$ cat src/wdit_pkg.sv
// Package for the watchdog and interval timer block.
// Assumes a byte-wide register port and a single oscillator clock domain.
package wdit_pkg;
   // ----------------------------------------------------------------
   // Register offsets
   // ----------------------------------------------------------------
   localparam logic [7:0] WDIT_ADDR_WD_CTRL  = 8'hDC;
   localparam logic [7:0] WDIT_ADDR_WD_COUNT = 8'hDD;
   localparam logic [7:0] WDIT_ADDR_IT_CTRL  = 8'hD0;
   localparam logic [7:0] WDIT_ADDR_IT_MATCH = 8'hD1;
   localparam logic [7:0] WDIT_ADDR_IT_COUNT = 8'hD2;
   localparam logic [7:0] WDIT_ADDR_STATUS   = 8'hD3;

   // ----------------------------------------------------------------
   // Reset values and field positions
   // ----------------------------------------------------------------
   localparam logic [7:0] WDIT_WD_CTRL_RST  = 8'h00;
   localparam logic [7:0] WDIT_IT_CTRL_RST  = 8'h00;
   localparam logic [7:0] WDIT_IT_MATCH_RST = 8'hFF;
   localparam logic [3:0] WDIT_WD_KEY       = 4'hA;
   localparam int WDIT_WD_CLR_BIT  = 1;
   localparam int WDIT_PRE_CLR_BIT = 0;
   localparam int WDIT_IT_CLR_BIT  = 3;
   localparam int WDIT_IT_IE_BIT   = 1;
   localparam int WDIT_IT_PND_BIT  = 0;
   localparam int WDIT_STAB_BIT    = 4;

   // ----------------------------------------------------------------
   // Prescaler taps (divisor = 2**(tap+1), carry out of that stage)
   // ----------------------------------------------------------------
   localparam int WDIT_PRE_W     = 12;
   localparam int WDIT_TAP_4096  = 11;
   localparam int WDIT_TAP_1024  = 9;
   localparam int WDIT_TAP_256   = 7;
   localparam int WDIT_TAP_128   = 6;
   localparam int WDIT_TAP_8     = 2;

   // Watchdog clock select codes
   typedef enum logic [1:0] {
      WDIT_WSEL_4096 = 2'b00,
      WDIT_WSEL_1024 = 2'b01,
      WDIT_WSEL_128  = 2'b10,
      WDIT_WSEL_BAD  = 2'b11
   } wdit_wsel_e;

   // Stabilisation sequencer states
   typedef enum logic [1:0] {
      WDIT_ST_RUN     = 2'b00,
      WDIT_ST_STAB_RS = 2'b01,
      WDIT_ST_STAB_WK = 2'b10
   } wdit_state_e;
endpackage

$ cat src/wdit_top.sv
// Watchdog timer plus 8-bit interval timer with match interrupt.
// Assumes the register master obeys one-cycle strobes and that stop entry
// and wake requests arrive from pins outside this clock domain.
//
// Notes on behaviour
// - Watchdog count clock is oscillator divided by 4096, 1024 or 128.
// - Select bits 3:2: 00 /4096, 01 /1024, 10 /128, 11 invalid.
// - Reset loads watchdog control with zero: watchdog on, divide by 4096.
// - Watchdog reset disabled only while control bits 7:4 hold 1010.
// - Writing one to control bit 1 clears the watchdog counter.
// - Writing one to control bit 0 clears the shared prescaler.
// - Watchdog count read-only at DD, control read/write at DC.
// - Enabled watchdog resets system when counter overflows out of bit 7.
// - In stop, reset or wake restarts oscillator and stabilisation count.
// - Stabilisation counts at /4096 after reset, selected rate after wake.
// - Counter bit 4 set ends stabilisation and releases CPU clock.
// - Interval counter clock: oscillator /4096, /256, /8 or undivided.
// - Reset clears interval control: interval mode, /4096, interrupt off.
// - Writing one to interval control bit 3 clears the interval counter.
// - Match asserted when interval counter equals the match value.
// - Each match sets the pending flag, zeroes counter, keeps counting.
// - Interval control holds match interrupt enable and pending bits.
// - Pending flag is interval control bit 0, set on match.
//
// Added by the designer: the plain strobed port.
`timescale 1ns/10ps
module wdit_top
   import wdit_pkg::*;
#(
   parameter int WDIT_STAB_LEN = 16
) (
   // Clock and reset
   input  wire logic       CLK,
   input  wire logic       RST_N,
   // Register port
   input  wire logic [7:0] ADDR,
   input  wire logic [7:0] WDATA,
   input  wire logic       WR,
   input  wire logic       RD,
   output logic      [7:0] RDATA,
   // Power control pins
   input  wire logic       STOP_REQ,
   input  wire logic       WAKE_IRQ,
   // Outputs to the system
   output logic            SYS_RESET,
   output logic            CPU_CLK_EN,
   output logic            STAB_DONE,
   output logic            INTERVAL_MATCH_INTERRUPT
);
   import wdit_pkg::*;

   initial begin
      if (WDIT_STAB_LEN != (1 << WDIT_STAB_BIT)) begin
         $error("WDIT_STAB_LEN must equal the weight of the stabilisation bit");
      end
   end

   // ----------------------------------------------------------------
   // Reset release and pin synchronisers
   // ----------------------------------------------------------------
   logic rst_meta_reg, rst_n_reg;
   logic stop_meta_reg, stop_reg, wake_meta_reg, wake_reg, wake_prev_reg;

   // Reset release through two stages so no flop sees a runt release
   always_ff @(posedge CLK or negedge RST_N) begin
      if (!RST_N) begin
         rst_meta_reg <= 1'b0;
         rst_n_reg    <= 1'b0;
      end else begin
         rst_meta_reg <= 1'b1;
         rst_n_reg    <= rst_meta_reg;
      end
   end

   // Pin inputs are asynchronous
   always_ff @(posedge CLK or negedge rst_n_reg) begin
      if (!rst_n_reg) begin
         stop_meta_reg <= 1'b0;
         stop_reg      <= 1'b0;
         wake_meta_reg <= 1'b0;
         wake_reg      <= 1'b0;
         wake_prev_reg <= 1'b0;
      end else begin
         stop_meta_reg <= STOP_REQ;
         stop_reg      <= stop_meta_reg;
         wake_meta_reg <= WAKE_IRQ;
         wake_reg      <= wake_meta_reg;
         wake_prev_reg <= wake_reg;
      end
   end

   // ----------------------------------------------------------------
   // Registers and decode
   // ----------------------------------------------------------------
   logic [7:0] wd_ctrl_reg, wd_cnt_reg, it_ctrl_reg, it_match_reg, it_cnt_reg;
   logic [WDIT_PRE_W-1:0] pre_reg, pre_next;
   wdit_state_e state_reg;
   logic wr_wdc, wr_itc, wd_tick, it_tick, wd_en, match, in_stop_reg;

   // Carry out of the selected prescaler stage marks one divided clock; a full
   // divisor period follows a prescaler clear, so wake waits are not cut short
   function automatic logic tap_rise(input logic [WDIT_PRE_W-1:0] cur,
                                     input logic [WDIT_PRE_W-1:0] nxt,
                                     input int tap);
      logic [WDIT_PRE_W-1:0] mask;
      mask     = (WDIT_PRE_W'(1) << (tap + 1)) - 1'b1;
      tap_rise = ((cur & mask) == mask) && (nxt == cur + 1'b1);
   endfunction

   assign wr_wdc = WR && (ADDR == WDIT_ADDR_WD_CTRL);
   assign wr_itc = WR && (ADDR == WDIT_ADDR_IT_CTRL);
   assign wd_en  = (wd_ctrl_reg[7:4] != WDIT_WD_KEY);

   // Shared prescaler; runs free except while the CPU is stopped
   always_comb begin
      pre_next = pre_reg + 1'b1;
      if (wr_wdc && WDATA[WDIT_PRE_CLR_BIT]) begin
         pre_next = '0;
      end
   end

   always_ff @(posedge CLK or negedge rst_n_reg) begin
      if (!rst_n_reg) begin
         pre_reg <= '0;
      end else if (in_stop_reg) begin
         pre_reg <= '0;
      end else begin
         pre_reg <= pre_next;
      end
   end

   // Watchdog tick selection, reset stabilisation forces /4096
   always_comb begin
      wd_tick = 1'b0;
      if (state_reg == WDIT_ST_STAB_RS) begin
         wd_tick = tap_rise(pre_reg, pre_next, WDIT_TAP_4096);
      end else begin
         unique case (wd_ctrl_reg[3:2])
            WDIT_WSEL_4096: wd_tick = tap_rise(pre_reg, pre_next, WDIT_TAP_4096);
            WDIT_WSEL_1024: wd_tick = tap_rise(pre_reg, pre_next, WDIT_TAP_1024);
            WDIT_WSEL_128:  wd_tick = tap_rise(pre_reg, pre_next, WDIT_TAP_128);
            default:        wd_tick = 1'b0; // Invalid code stalls the count
         endcase
      end
   end

   // Interval tick selection
   always_comb begin
      unique case (it_ctrl_reg[5:4])
         2'b00:   it_tick = tap_rise(pre_reg, pre_next, WDIT_TAP_4096);
         2'b01:   it_tick = tap_rise(pre_reg, pre_next, WDIT_TAP_256);
         2'b10:   it_tick = tap_rise(pre_reg, pre_next, WDIT_TAP_8);
         default: it_tick = 1'b1;
      endcase
   end

   // ----------------------------------------------------------------
   // Watchdog control and counter
   // ----------------------------------------------------------------
   // Control write; clear bits self-clear so they read back zero
   always_ff @(posedge CLK or negedge rst_n_reg) begin
      if (!rst_n_reg) begin
         wd_ctrl_reg <= WDIT_WD_CTRL_RST;
      end else if (wr_wdc) begin
         wd_ctrl_reg <= {WDATA[7:2], 2'b00};
      end
   end

   // Stop and stabilisation sequencer
   always_ff @(posedge CLK or negedge rst_n_reg) begin
      if (!rst_n_reg) begin
         state_reg   <= WDIT_ST_STAB_RS;
         in_stop_reg <= 1'b0;
      end else begin
         unique case (state_reg)
            WDIT_ST_RUN: begin
               if (!in_stop_reg && stop_reg) begin
                  in_stop_reg <= 1'b1;
               end else if (in_stop_reg && wake_reg && !wake_prev_reg) begin
                  in_stop_reg <= 1'b0;
                  state_reg   <= WDIT_ST_STAB_WK;
               end
            end
            WDIT_ST_STAB_RS, WDIT_ST_STAB_WK: begin
               if (wd_cnt_reg[WDIT_STAB_BIT]) begin
                  state_reg <= WDIT_ST_RUN;
               end
            end
            default: state_reg <= WDIT_ST_RUN;
         endcase
      end
   end

   // Watchdog counter; wake restarts it from zero
   always_ff @(posedge CLK or negedge rst_n_reg) begin
      if (!rst_n_reg) begin
         wd_cnt_reg <= 8'h00;
      end else if (state_reg == WDIT_ST_RUN && in_stop_reg) begin
         wd_cnt_reg <= 8'h00;
      end else if (wr_wdc && WDATA[WDIT_WD_CLR_BIT]) begin
         wd_cnt_reg <= 8'h00;
      end else if (wd_tick) begin
         wd_cnt_reg <= wd_cnt_reg + 8'h01;
      end
   end

   // System reset pulse on bit 7 overflow; it lasts one cycle
   always_ff @(posedge CLK or negedge rst_n_reg) begin
      if (!rst_n_reg) begin
         SYS_RESET <= 1'b0;
      end else begin
         SYS_RESET <= wd_en && (state_reg == WDIT_ST_RUN) && wd_tick
                      && (wd_cnt_reg == 8'hFF)
                      && !(wr_wdc && WDATA[WDIT_WD_CLR_BIT]);
      end
   end

   // CPU clock gate and done level
   always_ff @(posedge CLK or negedge rst_n_reg) begin
      if (!rst_n_reg) begin
         CPU_CLK_EN <= 1'b0;
         STAB_DONE  <= 1'b0;
      end else begin
         CPU_CLK_EN <= (state_reg == WDIT_ST_RUN) && !in_stop_reg;
         STAB_DONE  <= (state_reg == WDIT_ST_RUN);
      end
   end

   // ----------------------------------------------------------------
   // Interval timer
   // ----------------------------------------------------------------
   assign match = it_tick && !in_stop_reg && (it_cnt_reg == it_match_reg);

   // Control: bits 7:4 config, bit 3 clear strobe, bit 1 enable, bit 0 pending
   always_ff @(posedge CLK or negedge rst_n_reg) begin
      if (!rst_n_reg) begin
         it_ctrl_reg <= WDIT_IT_CTRL_RST;
      end else begin
         if (wr_itc) begin
            it_ctrl_reg[7:1] <= {WDATA[7:4], 1'b0, WDATA[2:1]};
         end
         // Set wins over a software clear in the same cycle
         if (match) begin
            it_ctrl_reg[WDIT_IT_PND_BIT] <= 1'b1;
         end else if (wr_itc && !WDATA[WDIT_IT_PND_BIT]) begin
            it_ctrl_reg[WDIT_IT_PND_BIT] <= 1'b0;
         end
      end
   end

   // Match value register
   always_ff @(posedge CLK or negedge rst_n_reg) begin
      if (!rst_n_reg) begin
         it_match_reg <= WDIT_IT_MATCH_RST;
      end else if (WR && ADDR == WDIT_ADDR_IT_MATCH) begin
         it_match_reg <= WDATA;
      end
   end

   // Interval counter; match zeroes and counting resumes
   always_ff @(posedge CLK or negedge rst_n_reg) begin
      if (!rst_n_reg) begin
         it_cnt_reg <= 8'h00;
      end else if (wr_itc && WDATA[WDIT_IT_CLR_BIT]) begin
         it_cnt_reg <= 8'h00;
      end else if (match) begin
         it_cnt_reg <= 8'h00;
      end else if (it_tick && !in_stop_reg) begin
         it_cnt_reg <= it_cnt_reg + 8'h01;
      end
   end

   // Interrupt request
   always_ff @(posedge CLK or negedge rst_n_reg) begin
      if (!rst_n_reg) begin
         INTERVAL_MATCH_INTERRUPT <= 1'b0;
      end else begin
         INTERVAL_MATCH_INTERRUPT <= it_ctrl_reg[WDIT_IT_PND_BIT]
                                     && it_ctrl_reg[WDIT_IT_IE_BIT];
      end
   end

   // ----------------------------------------------------------------
   // Read port; unmapped addresses return zero
   // ----------------------------------------------------------------
   always_ff @(posedge CLK or negedge rst_n_reg) begin
      if (!rst_n_reg) begin
         RDATA <= 8'h00;
      end else if (RD) begin
         unique case (ADDR)
            WDIT_ADDR_WD_CTRL:  RDATA <= wd_ctrl_reg;
            WDIT_ADDR_WD_COUNT: RDATA <= wd_cnt_reg;
            WDIT_ADDR_IT_CTRL:  RDATA <= it_ctrl_reg;
            WDIT_ADDR_IT_MATCH: RDATA <= it_match_reg;
            WDIT_ADDR_IT_COUNT: RDATA <= it_cnt_reg;
            WDIT_ADDR_STATUS:   RDATA <= {5'h00, in_stop_reg, state_reg};
            default:            RDATA <= 8'h00;
         endcase
      end else begin
         RDATA <= 8'h00;
      end
   end
endmodule

$ cat config.mk
export PLATFORM = sky130hd
export DESIGN_NAME = wdit_top
export DESIGN_NICKNAME = d
export VERILOG_FILES = /design/src/wdit_pkg.sv /design/src/wdit_top.sv
export SDC_FILE = /design/constraint.sdc
export NUM_CORES = 1
export LEC_CHECK = 0
export BUFFER_PORTS_ARGS = -buffer_cell sky130_fd_sc_hd__buf_2
export CAP_MARGIN = 20
export CORE_MARGIN = 10
export CORE_UTILIZATION = 55
export DETAILED_ROUTE_END_ITERATION = 8
export HOLD_SLACK_MARGIN = 0.02
export PLACE_DENSITY = 0.75
export SLEW_MARGIN = 20
export SYNTH_ARGS = -nofsm -noshare
export SYNTH_HDL_FRONTEND = slang
export SYNTH_SLANG_ARGS = --single-unit
export TNS_END_PERCENT = 1
$ cat constraint.sdc
create_clock -name CLK -period 5.2 [get_ports CLK]
set_clock_uncertainty 0.15 [all_clocks]
set_input_delay 0.52 -clock CLK [delete_from_list [all_inputs] [get_ports CLK]]
set_output_delay 0.52 -clock CLK [all_outputs]
set_load 0.01 [all_outputs]
==> flow_summary.yaml, run 1 <==
route:
  drtPass1Iterations: 5
  route.vias.total: 2879
  drc: 0
  vias_per_cell: 6.15
  postRouteAntennaNets: 0
  totalWireLength_um: 8520
  wl_per_cell_um: 18.2
  first_iter_violations: 233
pwr:
  p_leak_nw: 1.76
  ir_drop_uv: 148
  clkPwrFrac_pct: 37.4
  sequentialPowerShare_pct: 48.4
  p_comb_share_pct: 14.2
  powerDensity_nw_per_um2: 310
  p_sw_w: 0.000364
  internal_power_w: 0.000932
  swShare_pct: 28.1
  fin_total_pwr_w: 0.00130
yosys:
  synth_fa_ha_area_share_pct: 4.00
  synthXorXnorAreaFrac_pct: 4.66
  yosys-top-cells-area: "dfrtp_1 41%, mux2_2 6.6%, dfstp_2 6.3%"
  yosysTopAreaCellShare_pct: 41.3
  synth.net_count: 386
  yosysWarnings: 0
  synthMuxAreaShare_pct: 9.19
  yosys_most_used_dff: "dfrtp_1"
  synth_compound_area_share_pct: 14.0
  synth_edf_count: 0
  ys_ff_latch: 71
  synth_cell_types: 58
  ys_seq_area_share_pct: 47.6
  yosysTopAreaCell: "dfrtp_1"
  synth_top_family_by_area: "simple AND/OR/NAND/NOR gates"
  avgSynthCellArea_um2: 10.7
  async_reset_ff_share_pct: 100
  yosys.area_share.simple_pct: 17.5
  netlist_instances: 352
  syn_area_um2: 3760
clocking:
  cts_tree: "yes"
  insertion_delay_ps: 360
  cts_resized: 0
  post_cts_buffers: 0
  htree_levels: 3
  cts_buffer_depth: 2
  cts-root-buf: "clkbuf_8"
  cts.reportedPaths.clkPinSlew_ps: 80
  cts_buffers: 9
  clkSinkCount: 71
  cts_hold_buffers: 1
hold_path:
  holdPathEnd: "stop_meta_reg"
  hold_path_class: "primary input to register"
  hold_depth: 1
  hold_start: "STOP_REQ"
finish:
  areaGrowthSynthToFinish_pct: 11.3
  nets: 417
  largest_reg_flops: 12
  fin_area_um2: 4180
  diodes: 0
  stdcell_count: 468
  most-common-layout-cells: "61 x dfrtp_1, 33 x buf_2, 29 x nor2_1, 26 x nand2_1, 22 x mux2_2"
  drive_gt1_share_pct: 24.5
  final_common_cell: "dfrtp_1"
  nFillCells: 566
timing:
  max_clock_freq_mhz: 331
  worst_pin_slew_ps: 841
  fin_crit_sh_pct: 58.1
  finalSetupTns_ps: 0
  rsz0062_at_grt: "no"
  min_period_ps: 3020
  final_hold_viol_count: 0
  setup_viol: 0
  drv_slew: 0
  hold_slack_ps: 112
  relSlewSlack_pct: 43.9
grt:
  grt_pass1_wl_um: 14300
  grt_pass1_vias: 2868
  gr-total-overflow: 0
  track_usage_pct: 17.3
  antenna_found_initial: 0
  grt_max_degree: 70
critical_path:
  r2r_slack_ps: 2180
  ff2ff_path_depth: 7
  crit_path_end_kind: "register"
  cp.required_ps: 5320
  rr_startpoint: "pre_reg[0]"
  cp-start-kind: "register"
  cp_max_fo: 8
  reg2reg_to: "it_cnt_reg[6]"
  arrival_ps: 3140
  crit_type: "register to register"
floorplan:
  chipHeight_um: 103
  die_x_um: 103
  pin_count: 34
  placementRows: 30
  core-area_um2: 6720
  start_util_pct: 55.9
  die_area_um2: 10500
placement:
  dpl_cell_area_um2: 3960
  place_congestion: 0.954
  port_buffers: 33
  dp_hpwl_um: 6170
  place_inst: 451
job:
  cap_violations: 0
status:
  status: "finished clean"
==> critical path, cell delays in order, from the launching register on <==
cell	delay, ps
dfrtp_1	430
ha_1	250
and3_1	250
or3_4	360
a221oi_4	340
a41oi_2	320
or3b_1	580
o31ai_2	260
==> cell families after synthesis <==
| group | count (synthesis) |
|---|---|
| AOI/OAI and AO/OA | 69 |
| muxes | 28 |
| xor gates and xnor gates | 20 |
| DFF | 71 |
| buffers and inverters | 25 |
| adders and majority gates | 12 |
| and+or+nand+nor | 126 |
| other | 1 |
==> worst max path at each step <==
stage,depth (start not counted),endpoint,slack (ps),start
floorplan,9,it_cnt_reg[6],2430,pre_reg[0]
global placement,7,it_cnt_reg[6],2290,pre_reg[0]
detailed placement,7,it_cnt_reg[6],2200,pre_reg[0]
CTS,7,it_cnt_reg[6],2170,pre_reg[0]
global route,7,it_cnt_reg[6],2040,pre_reg[0]
finish,7,it_cnt_reg[6],2180,pre_reg[0]
==> through the flow <==
stage	worst slack (ps)	utilization (%)
floorplan	2430	-
global placement	2290	58.9
detailed placement	2200	58.9
CTS	2170	62.2
global route	2040	62.2
finish	2180	62.2
==> layout make-up <==
type / instances / area, um2 / area share, %
Inverter: 10 / 37.5 / 0.898
Clock buffer: 10 / 128 / 3.05
Sequential cell: 71 / 1790 / 42.8
Tap cell: 80 / 100 / 2.39
Multi-Input combinational cell: 256 / 1860 / 44.4
Timing Repair Buffer: 35 / 183 / 4.37
Clock inverter: 6 / 86.3 / 2.07
==> cells in the mapped netlist (6+ instances only) <==
cell type  number
dfstp_2         9
nor2b_1         9
nand4_1         9
nor2_1         29
a21oi_1        14
nand3_1        11
inv_1          10
o21ai_0        15
clkbuf_1       10
nand2b_1        6
nor3_1          6
xnor2_1        17
dfrtp_1        62
and3_1          9
nand2_1        26
ha_1           12
mux2_2         22
o311ai_0        6
==> power groups by stage <==
stage               Sequential (W)  Combinational (W)  Clock [W]
global route              0.000636           0.000207   0.000517
finish                    0.000628           0.000184   0.000484
detailed placement        0.000638           0.000186          0
global placement          0.000635           0.000179          0
CTS                       0.000628           0.000187   0.000490
floorplan                 0.000636           0.000126          0
==> layer usage <==
layer / global-route usage (%) / up-vias / share of wire, %
met2: 27.1 / 84 / 48
met1: 22.3 / 1426 / 44
met5: 0 / - / 0
met3: 3.69 / 17 / 5.6
met4: 8.03 / 0 / 1.9
li1: - / 1352 / -
Note: power is estimated with default switching activity, not from simulation.
==> run 2, diff against run 1 <==
CORE_UTILIZATION = 54   (was 55)
PLACE_DENSITY = 0.76   (was 0.75)
clock period = 2.6 ns   (was 5.2 ns; I/O delays follow)
==> flow_summary.yaml, run 2 (synthesis results as in run 1) <==
status:
  status: "finished clean"
clocking:
  htree_levels: 3
  insertion_delay_ps: 360
  cts_buffer_depth: 2
  cts.reportedPaths.clkPinSlew_ps: 80
  cts_tree: "yes"
  cts_buffers: 9
  cts-root-buf: "clkbuf_8"
  clkSinkCount: 71
finish:
  register_area_um2: 1790
  largest_reg_flops: 12
  nets: 445
  areaGrowthSynthToFinish_pct: 19.7
  diodes: 0
  finish.utilization_pct: 66.2
  most-common-layout-cells: "61 x dfrtp_1, 33 x buf_2, 28 x nor2_1, 26 x nand2_1, 22 x mux2_2"
  nFillCells: 533
  multiInputGateArea_um2: 1910
  drive_gt1_share_pct: 29.6
  fin_area_um2: 4500
  final_common_cell: "dfrtp_1"
timing:
  drv_slew: 0
  relSlewSlack_pct: 58.3
  rsz0062_at_grt: "yes"
  setup_viol: 0
  min_period_ps: 2600
  worst_pin_slew_ps: 625
  fin_crit_sh_pct: 99.8
  final_hold_viol_count: 0
  max_clock_freq_mhz: 385
route:
  drtPass1Iterations: 5
  postRouteAntennaNets: 0
  vias_per_cell: 5.80
  wl_per_cell_um: 17.5
  totalWireLength_um: 8980
  drc: 0
  route.vias.total: 2971
  first_iter_violations: 301
critical_path:
  crit_type: "register to register"
  r2r_slack_ps: 4
  cp-start-kind: "register"
  arrival_ps: 2660
  crit_path_end_kind: "register"
  cp.required_ps: 2670
  cp_max_fo: 7
grt:
  antenna_found_initial: 0
  grt_max_degree: 43
  grt_pass1_wl_um: 14700
  track_usage_pct: 17.7
  gr-total-overflow: 0
  grt_pass1_vias: 3057
placement:
  port_buffers: 33
  place_congestion: 0.858
  dpl_cell_area_um2: 4130
  dp_hpwl_um: 6580
floorplan:
  chipHeight_um: 103
  placementRows: 30
  pin_count: 34
  die_x_um: 103
  core-area_um2: 6790
  start_util_pct: 55.3
  die_area_um2: 10700
hold_path:
  hold_path_class: "primary input to register"
pwr:
  powerDensity_nw_per_um2: 585
  ir_drop_uv: 550
  p_leak_nw: 1.91
  fin_total_pwr_w: 0.00263
job:
  cap_violations: 0
==> run 2: cell count changes in the layout (fill, tap and decap cells not counted), moves of 2 or more <==
cell           previous run  this run
o311ai_2                  0         2
o311ai_0                  6         1
o311ai_1                  0         3
dlygate4sd3_1             1         9
buf_4                     1        19
==> run 2: final cells by class <==
type	instances	area share (%)
Multi-Input combinational cell	256	42.4
Clock buffer	11	2.92
Inverter	10	0.834
Timing Repair Buffer	63	9.54
Tap cell	96	2.67
Clock inverter	5	1.84
Sequential cell	71	39.8
==> run 2: report_power, final <==
part,internal [W],total [W],leakage (nW),switching [W]
clock,0.000543,0.000963,0.107,0.000421
combinational,0.000178,0.000418,0.915,0.000240
sequential,0.00118,0.00125,0.886,0.0000731
==> run 2: worst max-delay path: stages, from the launching register on <==
cell,delay (ps)
dfrtp_1,390
ha_2,200
and3_4,180
or3_4,330
a221oi_4,380
a41oi_2,200
buf_6,200
o311ai_0,300
o21ai_0,140
==> run 2: per-layer routing <==
layer | global-route usage [%] | wire length, um | vias up
li1 | - | - | 1398
met1 | 22.5 | 3890 | 1443
met2 | 27.9 | 4240 | 107
met3 | 5.58 | 649 | 23
met4 | 5.88 | 200 | 0
met5 | 0 | 0 | -
==> run 2: path summary, 6_finish.rpt <==
check,from,end,depth (start not counted)
hold reg to reg,rst_n_reg,wd_cnt_reg[1],0
hold / removal,WDATA[0],it_match_reg[0],2
setup / recovery,pre_reg[1],it_cnt_reg[7],8
setup reg to reg,pre_reg[1],it_cnt_reg[7],8
max in group asynchronous,rst_n_reg,it_match_reg[5],1
min in group asynchronous,RST_N,rst_n_reg,2
==> run 2: per-stage QoR <==
step                      setup slack (ps)  hold WS, ps  instances  setup TNS, ps
after global placement                41.9         -104        486              0
final                                 4.44         33.9        512              0
after CTS                            -17.0         22.2        511          -40.0
after floorplan                       -124         -186        352           -597
after global routing                  -114         29.8        512           -964
after detailed placement             -50.9         -102        486          -82.7
==> run 2: repair_timing <==
action                                  in CTS  in global routing
gates cloned                                 0                  0
pin swaps                                    3                 10
buffers inserted                             0                  1
hold buffers                                 9                  0
hold endpoints to repair                    16                  0
resized for setup                            4                 11
endpoints found under the setup margin       7                 14
==> run 3, diff against run 2 <==
CELL_PAD_IN_SITES_DETAIL_PLACEMENT = 0   (was unset)
CELL_PAD_IN_SITES_GLOBAL_PLACEMENT = 2   (was unset)
CORE_UTILIZATION = 35   (was 54)
PLACE_DENSITY = unset   (was 0.76)
PLACE_DENSITY_LB_ADDON = 0.1   (was unset)
RECOVER_POWER = 25   (was unset)
==> flow_summary.yaml, run 3 (synthesis results as in run 1) <==
floorplan:
  chipHeight_um: 124
  start_util_pct: 36.2
  pin_count: 34
  die_x_um: 124
  placementRows: 37
  core-area_um2: 10400
  die_area_um2: 15300
timing:
  drv_slew: 70
  worst_pin_slew_ps: 1770
  relSlewSlack_pct: -17.9
  final_hold_viol_count: 0
  rsz0062_at_grt: "yes"
  setup_viol: 0
  finalSetupTns_ps: 0
  min_period_ps: 2600
  max_clock_freq_mhz: 385
  fin_crit_sh_pct: 99.9
clocking:
  cts.reportedPaths.clkPinSlew_ps: 80
  insertion_delay_ps: 350
  htree_levels: 3
  cts-root-buf: "clkbuf_8"
  cts_buffer_depth: 2
  cts_buffers: 9
  cts_tree: "yes"
  clkSinkCount: 71
pwr:
  p_leak_nw: 1.96
  powerDensity_nw_per_um2: 559
  fin_total_pwr_w: 0.00260
  ir_drop_uv: 201
placement:
  port_buffers: 33
  place_congestion: 0.784
  dp_hpwl_um: 7310
  dpl_cell_area_um2: 4290
finish:
  drive_gt1_share_pct: 33.6
  fin_area_um2: 4640
  nets: 457
  largest_reg_flops: 12
  most-common-layout-cells: "61 x dfrtp_1, 33 x buf_4, 32 x buf_2, 28 x nor2_1, 26 x nand2_1"
  nFillCells: 1036
  register_area_um2: 1790
  multiInputGateArea_um2: 1950
  diodes: 0
  final_common_cell: "dfrtp_1"
  areaGrowthSynthToFinish_pct: 23.5
route:
  drtPass1Iterations: 4
  postRouteAntennaNets: 0
  route.vias.total: 2886
  totalWireLength_um: 9850
  drc: 0
  wl_per_cell_um: 17.5
  vias_per_cell: 5.12
  first_iter_violations: 196
critical_path:
  crit_type: "register to register"
  cp_max_fo: 7
  arrival_ps: 2710
  r2r_slack_ps: 1
  crit_path_end_kind: "register"
  cp-start-kind: "register"
  cp.required_ps: 2710
grt:
  grt_max_degree: 70
  track_usage_pct: 13.8
  grt_pass1_wl_um: 16500
  grt_pass1_vias: 3074
  gr-total-overflow: 0
  antenna_found_initial: 0
status:
  violations: "max-capacitance violations, max-slew violations"
  status: "finished with violations"
job:
  cap_violations: 1
hold_path:
  hold_path_class: "primary input to register"
==> run 3: cell count changes in the layout (fill, tap and decap cells not counted), moves of 3 or more <==
cell,delta
o21ai_1,+4
buf_4,+14
o21ai_0,-4
o311ai_2,+3
dlygate4sd3_1,-3
==> run 3: report_power, final <==
part,total [W],internal [W],switching [W]
clock,0.000903,0.000464,0.000439
combinational,0.000454,0.000189,0.000265
sequential,0.00124,0.00118,0.0000598
==> run 3: what timing repair did <==
| item | 4_1_cts | 5_1_grt |
|---|---|---|
| pin swaps | 6 | 9 |
| endpoints found under the setup margin | 13 | 15 |
| hold buffers | 6 | 0 |
| resized for setup | 10 | 17 |
| setup buffers | 1 | 1 |
| endpoints found under the hold margin | 8 | 0 |
==> run 3: area by class of cell <==
type                    count  share of cell area (%)
clock buffers              10                    2.97
clock inverters             6                    1.29
inverters                  10                   0.809
multi-input cells         256                    41.9
flip-flops and latches     71                    38.6
well taps                 136                    3.67
repair buffers             75                    10.8
==> run 3: final timing paths <==
kind	depth (start not counted)	endpoint	start
setup / recovery	7	it_cnt_reg[6]	pre_reg[0]
hold / removal	2	RDATA[4]	RD
setup reg to reg	7	it_cnt_reg[6]	pre_reg[0]
hold reg to reg	0	stop_reg	stop_meta_reg
max in group asynchronous	1	pre_reg[10]	rst_n_reg
min in group asynchronous	2	rst_meta_reg	RST_N
==> run 3: stage by stage <==
step | setup WS [ps] | instances | util (%) | hold WS, ps
2_1_floorplan | -124 | 352 | - | -186
3_3_place_gp | -34.9 | 540 | 41.4 | -106
3_5_place_dp | -82.7 | 540 | 41.4 | -102
4_1_cts | -28.6 | 563 | 44.1 | 21.3
5_1_grt | -117 | 564 | 44.7 | 27.3
6_report | 1.32 | 564 | 44.7 | 31.4
==> run 3: worst max-delay path, cell delays in order (launching register included) <==
cell      delay (ps)
dfrtp_1          390
ha_2             200
and3_4           180
or3_4            330
a221oi_4         380
a41oi_2          220
or3b_4           490
o31ai_2          180
==> run 3: routing by layer <==
layer  GRT usage, %  part of all wire [%]  up-vias
met4           5.09                   1.7        0
met3           2.62                   2.6       12
li1               -                     -     1425
met5              0                     0        -
met2           22.6                    49       30
met1           17.7                    47     1419
